File: src/verilog/sexu_pkg.sv
// Shared constants, encodings and carriers of the synchronous exception unit
package sexu_pkg;

    // Widths
    localparam int XLEN = 32;
    localparam int VEC_W = 16;

    // Vector offsets
    localparam logic [VEC_W-1:0] VEC_NONE = 16'h0000;
    localparam logic [VEC_W-1:0] VEC_ALIGN = 16'h0600;
    localparam logic [VEC_W-1:0] VEC_PROGRAM = 16'h0700;
    localparam logic [VEC_W-1:0] VEC_FP_UNAVAIL = 16'h0800;
    localparam logic [VEC_W-1:0] VEC_SYSCALL = 16'h0c00;

    // Instruction size, word alignment bits
    localparam logic [XLEN-1:0] INSTR_BYTES = 32'h0000_0004;
    localparam logic [1:0] WORD_LSB_MASK = 2'h3;

    // Machine-state field positions
    localparam int MS_AUX_UNIT_EN = 0;
    localparam int MS_AUX_EXC_EN = 1;
    localparam int MS_WAIT_EN = 2;
    localparam int MS_CRIT_EN = 3;
    localparam int MS_EXT_EN = 4;
    localparam int MS_USER_MODE = 5;
    localparam int MS_FLOAT_EN = 6;
    localparam int MS_MCHK_EN = 7;
    localparam int MS_FEXC_LOW = 8;
    localparam int MS_DBG_WAIT_EN = 9;
    localparam int MS_DBG_INT_EN = 10;
    localparam int MS_FEXC_HIGH = 11;
    localparam int MS_ITRANS_EN = 12;
    localparam int MS_DTRANS_EN = 13;

    // Machine-state bits cleared on entry to any handler here
    localparam logic [XLEN-1:0] MS_CLEAR_MASK = XLEN'(
        (1 << MS_AUX_UNIT_EN) | (1 << MS_AUX_EXC_EN) | (1 << MS_WAIT_EN) |
        (1 << MS_EXT_EN) | (1 << MS_USER_MODE) | (1 << MS_FLOAT_EN) |
        (1 << MS_FEXC_LOW) | (1 << MS_DBG_WAIT_EN) | (1 << MS_FEXC_HIGH) |
        (1 << MS_ITRANS_EN) | (1 << MS_DTRANS_EN));

    // Syndrome field positions
    localparam int ES_MCHK = 0;
    localparam int ES_ILLEGAL = 1;
    localparam int ES_PRIV = 2;
    localparam int ES_TRAP = 3;
    localparam int ES_UNIMPL = 4;
    localparam int ES_FLOAT_ERR = 5;
    localparam int ES_AUX_ERR = 6;

    // Reset values
    localparam logic [XLEN-1:0] MS_RESET = 32'h0000_0000;
    localparam logic [XLEN-1:0] ES_RESET = 32'h0000_0000;
    localparam logic [XLEN-1:0] ADDR_RESET = 32'h0000_0000;

    // Instruction classes seen by the unit
    typedef enum logic [3:0] {
        CLS_OTHER, CLS_CACHE_ZERO, CLS_LOAD_RESERVE, CLS_STORE_COND,
        CLS_CACHE_READ, CLS_FLOAT, CLS_ILLEGAL, CLS_TRAP, CLS_SYSCALL
    } sexu_class_e;

    // Exception causes
    typedef enum logic [2:0] {
        CAUSE_NONE, CAUSE_ALIGN, CAUSE_ILLEGAL, CAUSE_PRIV, CAUSE_TRAP,
        CAUSE_SYSCALL
    } sexu_cause_e;

    // Special registers reachable by software moves
    typedef enum logic [2:0] {
        SPR_MACHINE_STATE, SPR_RETURN_ADDR, SPR_SAVED_STATE, SPR_SYNDROME,
        SPR_FAULT_ADDR
    } sexu_spr_e;

    // Instruction reaching the exception point
    typedef struct packed {
        sexu_class_e cls;
        logic priv_only;
        logic noncache;
        logic writethru;
        logic trap_hit;
        logic [XLEN-1:0] instr_ea;
        logic [XLEN-1:0] operand_ea;
    } sexu_req_s;

    // Software register write
    typedef struct packed {
        logic en;
        sexu_spr_e sel;
        logic [XLEN-1:0] data;
    } sexu_spr_wr_s;

    // Operand not on a word boundary
    function automatic logic word_misaligned(input logic [XLEN-1:0] ea);
        return |(ea[1:0] & WORD_LSB_MASK);
    endfunction

endpackage
File: src/verilog/sexu_cause_decode.sv
// Cause decoder of the synchronous exception unit
module sexu_cause_decode
    import sexu_pkg::*;
(
    // Instruction and mode
    input sexu_req_s req,
    input wire logic user_mode,
    // Result
    output sexu_cause_e cause
);

    // Priority: illegal, privilege, call, trap, then alignment
    always_comb begin
        cause = CAUSE_NONE;
        if (req.cls == CLS_ILLEGAL || req.cls == CLS_FLOAT) begin
            cause = CAUSE_ILLEGAL;
        end else if (req.priv_only && user_mode) begin
            cause = CAUSE_PRIV;
        end else if (req.cls == CLS_SYSCALL) begin
            cause = CAUSE_SYSCALL;
        end else if (req.cls == CLS_TRAP && req.trap_hit) begin
            cause = CAUSE_TRAP;
        end else if (req.cls == CLS_CACHE_ZERO &&
                     (req.noncache || req.writethru)) begin
            cause = CAUSE_ALIGN;
        end else if ((req.cls == CLS_LOAD_RESERVE ||
                      req.cls == CLS_STORE_COND) &&
                     word_misaligned(req.operand_ea)) begin
            cause = CAUSE_ALIGN;
        end else if (req.cls == CLS_CACHE_READ && !user_mode &&
                     word_misaligned(req.operand_ea)) begin
            cause = CAUSE_ALIGN;
        end
    end

endmodule // sexu_cause_decode

File: src/verilog/sexu_core.sv
// Synchronous exception unit: alignment, program, call; float instructions raise program
//
// Functional notes
// - Alignment interrupt vectors to 0x0600
// - Cache-zero to uncached or write-through faults
// - Misaligned load-reserve or store-conditional faults
// - Privileged misaligned cache-read faults
// - Alignment interrupt cannot be masked
// - Alignment saves faulting instruction address
// - Every interrupt copies prior machine state
// - Alignment captures faulting operand address
// - Entry clears listed machine-state bits
// - Illegal and float instructions raise program
// - Privileged instruction in user mode traps
// - Satisfied trap raises program, saves itself
// - Program saves faulting instruction address
// - Program interrupt cannot be masked
// - Program syndrome bits follow the cause
// - Program keeps machine-check bit, clears rest
// - Unit, float, aux error bits never set
// - Float-unavailable interrupt never raised
// - System call vectors to 0x0C00, or to 0x0700 if privileged-only in user mode
// - System call saves next instruction address
module sexu_core
    import sexu_pkg::*;
(
    // Clock and reset
    input wire logic SYS_CLK,
    input wire logic NRST,
    // Instruction at the exception point
    input wire logic PIPE_VALID,
    input sexu_req_s PIPE_REQ,
    // Machine-check event, software register writes
    input wire logic MCHK_EVENT,
    input sexu_spr_wr_s SPR_WR,
    // Exception answer to fetch and pipeline
    output logic EXC_TAKEN,
    output logic [VEC_W-1:0] EXC_VECTOR,
    output logic EXC_SUPPRESS,
    output logic INSTR_COMMIT,
    // Architectural state
    output logic [XLEN-1:0] MACHINE_STATE,
    output logic [XLEN-1:0] RETURN_ADDR,
    output logic [XLEN-1:0] SAVED_STATE,
    output logic [XLEN-1:0] SYNDROME,
    output logic [XLEN-1:0] FAULT_ADDR
);

    sexu_cause_e cause;
    logic take;
    logic [XLEN-1:0] next_machine_state;
    logic [XLEN-1:0] next_syndrome;

    // Cause of the presented instruction
    sexu_cause_decode u_decode (
        .req(PIPE_REQ),
        .user_mode(MACHINE_STATE[MS_USER_MODE]),
        .cause(cause)
    );

    // No enable gates any cause handled here
    assign take = PIPE_VALID && (cause != CAUSE_NONE);

    // Answer to fetch and pipeline, one cycle after the request
    always_ff @(posedge SYS_CLK) begin
        if (!NRST) begin
            EXC_TAKEN <= 1'b0;
            EXC_VECTOR <= VEC_NONE;
            EXC_SUPPRESS <= 1'b0;
            INSTR_COMMIT <= 1'b0;
        end else begin
            EXC_TAKEN <= take;
            // Call and trap are not squashed (only call commits); other faults squash the instruction
            EXC_SUPPRESS <= take && cause != CAUSE_SYSCALL &&
                            cause != CAUSE_TRAP;
            INSTR_COMMIT <= PIPE_VALID &&
                            (cause == CAUSE_NONE || cause == CAUSE_SYSCALL);
            unique case (cause)
                CAUSE_NONE: EXC_VECTOR <= VEC_NONE;
                CAUSE_ALIGN: EXC_VECTOR <= VEC_ALIGN;
                CAUSE_ILLEGAL,
                CAUSE_PRIV,
                CAUSE_TRAP: EXC_VECTOR <= VEC_PROGRAM;
                CAUSE_SYSCALL: EXC_VECTOR <= VEC_SYSCALL;
                default: EXC_VECTOR <= VEC_NONE;
            endcase
            if (!PIPE_VALID) begin
                EXC_VECTOR <= VEC_NONE;
            end
        end
    end

    // Return address: faulting instruction, or the one after a call
    always_ff @(posedge SYS_CLK) begin
        if (!NRST) begin
            RETURN_ADDR <= ADDR_RESET;
        end else if (take) begin
            if (cause == CAUSE_SYSCALL) begin
                RETURN_ADDR <= PIPE_REQ.instr_ea + INSTR_BYTES;
            end else begin
                RETURN_ADDR <= PIPE_REQ.instr_ea;
            end
        end else if (SPR_WR.en && SPR_WR.sel == SPR_RETURN_ADDR) begin
            RETURN_ADDR <= SPR_WR.data;
        end
    end

    // Saved copy of the machine state before entry
    always_ff @(posedge SYS_CLK) begin
        if (!NRST) begin
            SAVED_STATE <= MS_RESET;
        end else if (take) begin
            SAVED_STATE <= MACHINE_STATE;
        end else if (SPR_WR.en && SPR_WR.sel == SPR_SAVED_STATE) begin
            SAVED_STATE <= SPR_WR.data;
        end
    end

    // Machine state: entry clears the listed bits, keeps the rest
    always_comb begin
        next_machine_state = MACHINE_STATE;
        if (take) begin
            next_machine_state = MACHINE_STATE & ~MS_CLEAR_MASK;
        end else if (SPR_WR.en && SPR_WR.sel == SPR_MACHINE_STATE) begin
            next_machine_state = SPR_WR.data;
        end
    end

    // Machine state register
    always_ff @(posedge SYS_CLK) begin
        if (!NRST) begin
            MACHINE_STATE <= MS_RESET;
        end else begin
            MACHINE_STATE <= next_machine_state;
        end
    end

    // Syndrome: program cause bits, machine-check bit kept, rest cleared
    always_comb begin
        next_syndrome = SYNDROME;
        if (SPR_WR.en && SPR_WR.sel == SPR_SYNDROME) begin
            next_syndrome = SPR_WR.data;
        end
        if (take && (cause == CAUSE_ILLEGAL || cause == CAUSE_PRIV ||
                     cause == CAUSE_TRAP)) begin
            next_syndrome = ES_RESET;
            next_syndrome[ES_MCHK] = SYNDROME[ES_MCHK];
            next_syndrome[ES_ILLEGAL] = cause == CAUSE_ILLEGAL;
            next_syndrome[ES_PRIV] = cause == CAUSE_PRIV;
            next_syndrome[ES_TRAP] = cause == CAUSE_TRAP;
        end
        // No float or auxiliary unit: these bits stay clear
        next_syndrome[ES_UNIMPL] = 1'b0;
        next_syndrome[ES_FLOAT_ERR] = 1'b0;
        next_syndrome[ES_AUX_ERR] = 1'b0;
        // A machine check in the clearing cycle is not lost
        if (MCHK_EVENT) begin
            next_syndrome[ES_MCHK] = 1'b1;
        end
    end

    // Syndrome register
    always_ff @(posedge SYS_CLK) begin
        if (!NRST) begin
            SYNDROME <= ES_RESET;
        end else begin
            SYNDROME <= next_syndrome;
        end
    end

    // Fault address: operand of a misaligned access or of a faulting cache-zero
    always_ff @(posedge SYS_CLK) begin
        if (!NRST) begin
            FAULT_ADDR <= ADDR_RESET;
        end else if (take && cause == CAUSE_ALIGN) begin
            FAULT_ADDR <= PIPE_REQ.operand_ea;
        end else if (SPR_WR.en && SPR_WR.sel == SPR_FAULT_ADDR) begin
            FAULT_ADDR <= SPR_WR.data;
        end
    end
endmodule // sexu_core

File: config.mk
export PLATFORM = sky130hd
export DESIGN_NAME = sexu_core
export DESIGN_NICKNAME = d
export VERILOG_FILES = /design/src/verilog/sexu_pkg.sv /design/src/verilog/sexu_cause_decode.sv /design/src/verilog/sexu_core.sv
export SDC_FILE = /design/constraint.sdc
export NUM_CORES = 1
export LEC_CHECK = 0
export ABC_CLOCK_PERIOD_IN_PS = 2900
export BUFFER_PORTS_ARGS = -buffer_cell sky130_fd_sc_hd__buf_2
export CAP_MARGIN = 20
export CELL_PAD_IN_SITES_DETAIL_PLACEMENT = 0
export CELL_PAD_IN_SITES_GLOBAL_PLACEMENT = 1
export CORE_MARGIN = 10
export CORE_UTILIZATION = 36
export CTS_BUF_LIST = sky130_fd_sc_hd__clkbuf_8 sky130_fd_sc_hd__clkbuf_16
export CTS_CLUSTER_DIAMETER = 120
export DETAILED_ROUTE_END_ITERATION = 8
export GPL_ROUTABILITY_DRIVEN = 0
export GPL_TIMING_DRIVEN = 0
export PLACE_DENSITY_LB_ADDON = 0.15
export SETUP_SLACK_MARGIN = 0.3
export SLEW_MARGIN = 20
export SYNTH_ARGS = -nofsm -noshare
export SYNTH_HDL_FRONTEND = slang
export SYNTH_HIERARCHICAL = 1
export SYNTH_SLANG_ARGS = --single-unit
File: constraint.sdc
create_clock -name SYS_CLK -period 2.9 [get_ports SYS_CLK]
set_clock_uncertainty 0.2 [all_clocks]
set_input_delay 0.145 -clock SYS_CLK [delete_from_list [all_inputs] [get_ports SYS_CLK]]
set_output_delay 0.145 -clock SYS_CLK [all_outputs]
set_load 0.01 [all_outputs]
==> key figures <==
Run status
  • Status: finished clean

Worst setup path
  • R2R Path End: RETURN_ADDR[24]$_SDFFE_PN0P_
  • Flop2flop setup slack: 0.23 ns
  • Critical Path Start Type: flop
  • CP peak stage delay: 0.55 ns
  • CP Class: reg -> reg
  • Peak fanout along the critical path: 4
  • Data arrival time of the worst path: 2.82 ns
  • Slowest stage cell, crit path: or4_4
  • RR Startpoint: MACHINE_STATE[5]$_SDFFE_PP0N_
  • Worst path cell trace: nor4b_4 > o221ai_2 > a32oi_2 > buf_6 > nand4b_4 > or4_4 > or4_1 > o211ai_1
  • FF-to-FF path depth: 8
  • Setup crit end kind: flop
  • Worst EP required: 3.05 ns

Drt
  • Vias per inst: 5.22
  • Initial DRC count: 545
  • Number of remaining DRC errors: 0
  • Drt first pass iters: 5
  • Final ANT Viol Nets: 0
  • Vias: 8396
  • Drt total wl: 34000 um
  • Mean routed wirelength per cell: 21.1 um

Clock network
  • Clock root buffer master: clkbuf_16
  • Clock buffer count from CTS: 17
  • CTS H-tree lvls: 4
  • Worst-path clk slew: 0.07 ns
  • Skew-Pair Late Insertion Delay: 0.42 ns
  • Num Clock Sinks: 164
  • Max clock buf depth: 2
  • CTS tree: yes

Worst hold path
  • Hold path endpoint: SYNDROME[31]$_SDFFE_PP0P_
  • Hold wc startpoint: NRST
  • Hold crit path type: in -> reg
  • Worst hold stages: 4

Global route
  • First-pass GRT wire length: 51300 um
  • Vias in the first global route: 8299
  • GRT Total Usage: 0.231
  • Largest net degree at the start of global routing: 17
  • Initial antenna violation count: 2
  • Congestion Overflow GR: 0

Timing
  • Rel. slew slack: 0.454
  • Tcrit/Tclk final: 0.922
  • Setup Viol. Count Final: 0
  • RSZ-0062 raised after global routing: yes
  • Slew @ Worst Pin: 0.819 ns
  • Hold violation count in the final report: 0
  • Final Max Tran Viols: 0
  • Fmax: 374 MHz
  • Min Clock Period, post-route: 2.67 ns

Synth
  • Syn avg cell area: 8.93 um^2
  • Yosys warns: 6
  • Synth Instances: 884
  • EDFF count, synth: 0
  • Register area share after synthesis: 0.416
  • Post-synth ARST share: 0
  • Synth cell types: 58
  • Seq cells post-synth: 164
  • Mapped cell area: 0.00789 mm^2
  • Most used flip-flop cell after synthesis: dfxtp_1

Floorplan
  • Initial core utilization: 0.364
  • Chip height: 168 um
  • Full die area: 0.0282 mm^2
  • Core Rows: 54
  • Die width: 168 um
  • I/O pins: 291
  • Core Area: 0.0217 mm^2

Power and ir drop
  • Logic pwr share: 0.188
  • Switching share of power: 0.276
  • Power share of the clock group: 0.405
  • Register share of total power: 0.406
  • Power density over cell area: 518 mW/mm^2
  • Maximum vdd drop: 354 uV
  • P_int: 4.39 mW
  • Net Switching: 1.67 mW
  • Leak pwr: 5.79 nW
  • Power Total: 6.07 mW

Placed design
  • DP Area: 0.00968 mm^2
  • DP HPWL: 25600 um
  • Placed insts: 1453
  • I/O Buffers: 275

Cells and area
  • Final design utilization: 0.540
  • Share of cells above drive strength 1: 0.312
  • Register area: 0.00329 mm^2
  • Final net count: 1427
  • Non-filler cells, final: 1609
  • # fillers: 2118
  • Area Growth Syn to Fin: 48.3%
  • Area occupied by multi-input gates: 0.00436 mm^2
  • Final instance area: 0.0117 mm^2

Flow run
  • MaxCap Viol Count: 0
final cells by class:
cell class,count,area share
clock buffers,19,0.0387
repair buffers,397,0.217
clock inverters,13,0.0157
flip-flops and latches,164,0.281
plain buffers,83,0.0432
inverters,6,0.00192
multi-input cells,645,0.372
diodes,2,0.000427
well taps,280,0.0299
stage by stage:
stage | setup WS, ns | TNS [ns] | hold slack [ns]
floorplan | 0.374 | 0 | 0.0735
global placement | -0.432 | -15.79 | 0.185
detailed placement | -0.433 | -16.85 | 0.190
CTS | 0.251 | 0 | 0.0452
global route | 0.0920 | 0 | 0.0637
finish | 0.226 | 0 | 0.0609
Yosys cell counts (6+ instances only):
cell / instances / area (um^2)
dfxtp_1: 164 / 3280
mux2_2: 8 / 90.1
nor2_1: 19 / 71.3
clkbuf_1: 39 / 146
nand2_1: 207 / 777
o22ai_1: 6 / 37.5
a21oi_1: 45 / 225
nand4_1: 9 / 56.3
nor3_1: 9 / 45.0
nand3_1: 23 / 115
o211ai_1: 23 / 173
or4_1: 10 / 75.1
buf_4: 18 / 135
buf_2: 24 / 120
xor2_1: 6 / 52.6
o211a_1: 67 / 671
and3_1: 8 / 50.1
mux2i_1: 88 / 881
a21boi_1: 20 / 150
logic make-up (layout without fill, tap and decap cells):
| family | count (synthesis) | count (layout) | share of synthesized area |
|---|---|---|---|
| compound gates | 197 | 197 | 0.198 |
| xor+xnor | 11 | 11 | 0.0122 |
| fa+ha+maj | 1 | 1 | 0.00159 |
| buf+inv | 89 | 518 | 0.0556 |
| flops | 164 | 164 | 0.416 |
| mux | 96 | 96 | 0.123 |
| other cells | 1 | 17 | 0.000475 |
| simple gates | 325 | 325 | 0.193 |
critical path: cells and delay by family (launching register included):
kind / cells / cell delay, ns
buffers and inverters: 1 / 0.17
and+or+nand+nor: 4 / 1.31
DFF: 1 / 0.36
AOI/OAI and AO/OA: 3 / 0.55
how the worst max path moves through the flow:
| stage | startpoint | endpoint | slack (ns) | cells past startpoint |
|---|---|---|---|---|
| global placement | PIPE_REQ[68] | RETURN_ADDR[20]$_SDFFE_PN0P_ | -0.43 | 10 |
| global route | MACHINE_STATE[5]$_SDFFE_PP0N_ | RETURN_ADDR[22]$_SDFFE_PN0P_ | 0.09 | 9 |
| CTS | MACHINE_STATE[5]$_SDFFE_PP0N_ | RETURN_ADDR[24]$_SDFFE_PN0P_ | 0.25 | 8 |
| floorplan | MACHINE_STATE[5]$_SDFFE_PP0N_ | RETURN_ADDR[24]$_SDFFE_PN0P_ | 0.37 | 8 |
| detailed placement | MACHINE_STATE[5]$_SDFFE_PP0N_ | RETURN_ADDR[20]$_SDFFE_PN0P_ | -0.43 | 9 |
| finish | MACHINE_STATE[5]$_SDFFE_PP0N_ | RETURN_ADDR[24]$_SDFFE_PN0P_ | 0.23 | 8 |
cell usage in the layout (no fill, tap or decap), types with 6 or more instances in the layout:
cell type      instances
buf_2                288
nand2_1              206
dfxtp_1              163
dlygate4sd3_1        101
mux2i_1               88
o211a_1               67
a21oi_1               45
buf_4                 43
clkbuf_1              24
o211ai_1              23
nand3_1               22
a21boi_1              20
nor2_1                17
clkbuf_16             17
conb_1                15
clkbuf_4               9
clkbuf_2               9
nand4_1                9
nor3_1                 8
and3_1                 8
inv_1                  8
mux2_2                 8
or4_1                  8
o22ai_1                6
registers in the layout, indices dropped and copies added, names as in the netlist:
name,flops
FAULT_ADDR,32
MACHINE_STATE,32
RETURN_ADDR,32
SAVED_STATE,32
SYNDROME,29
EXC_VECTOR,4
EXC_SUPPRESS,1
EXC_TAKEN,1
INSTR_COMMIT,1
metal layers:
layer  vias to the layer above  wire (um)  GRT usage
met2                       328      16300      0.384
met4                         0        707     0.0723
met1                      3984      14700      0.291
met3                        42       2280     0.0501
met5                         -          0          0
li1                       4042          -          -
power groups by stage:
stage	sequential (mW)	clock (mW)	combinational, mW
finish	2.47	2.46	1.14
detailed placement	2.52	0	0.990
floorplan	2.58	0	0.453
CTS	2.46	2.50	1.13
global route	2.48	2.59	1.24
global placement	2.51	0	0.986
repair_timing:
action / 4_1_cts / 5_1_grt
pin swaps: 10 / 9
gates resized for setup: 33 / 39
hold endpoints to repair: 143 / 0
endpoints found under the setup margin: 148 / 142
buffers inserted: 16 / 5
hold buffers: 101 / 0
(Power assumes the default switching activity.)
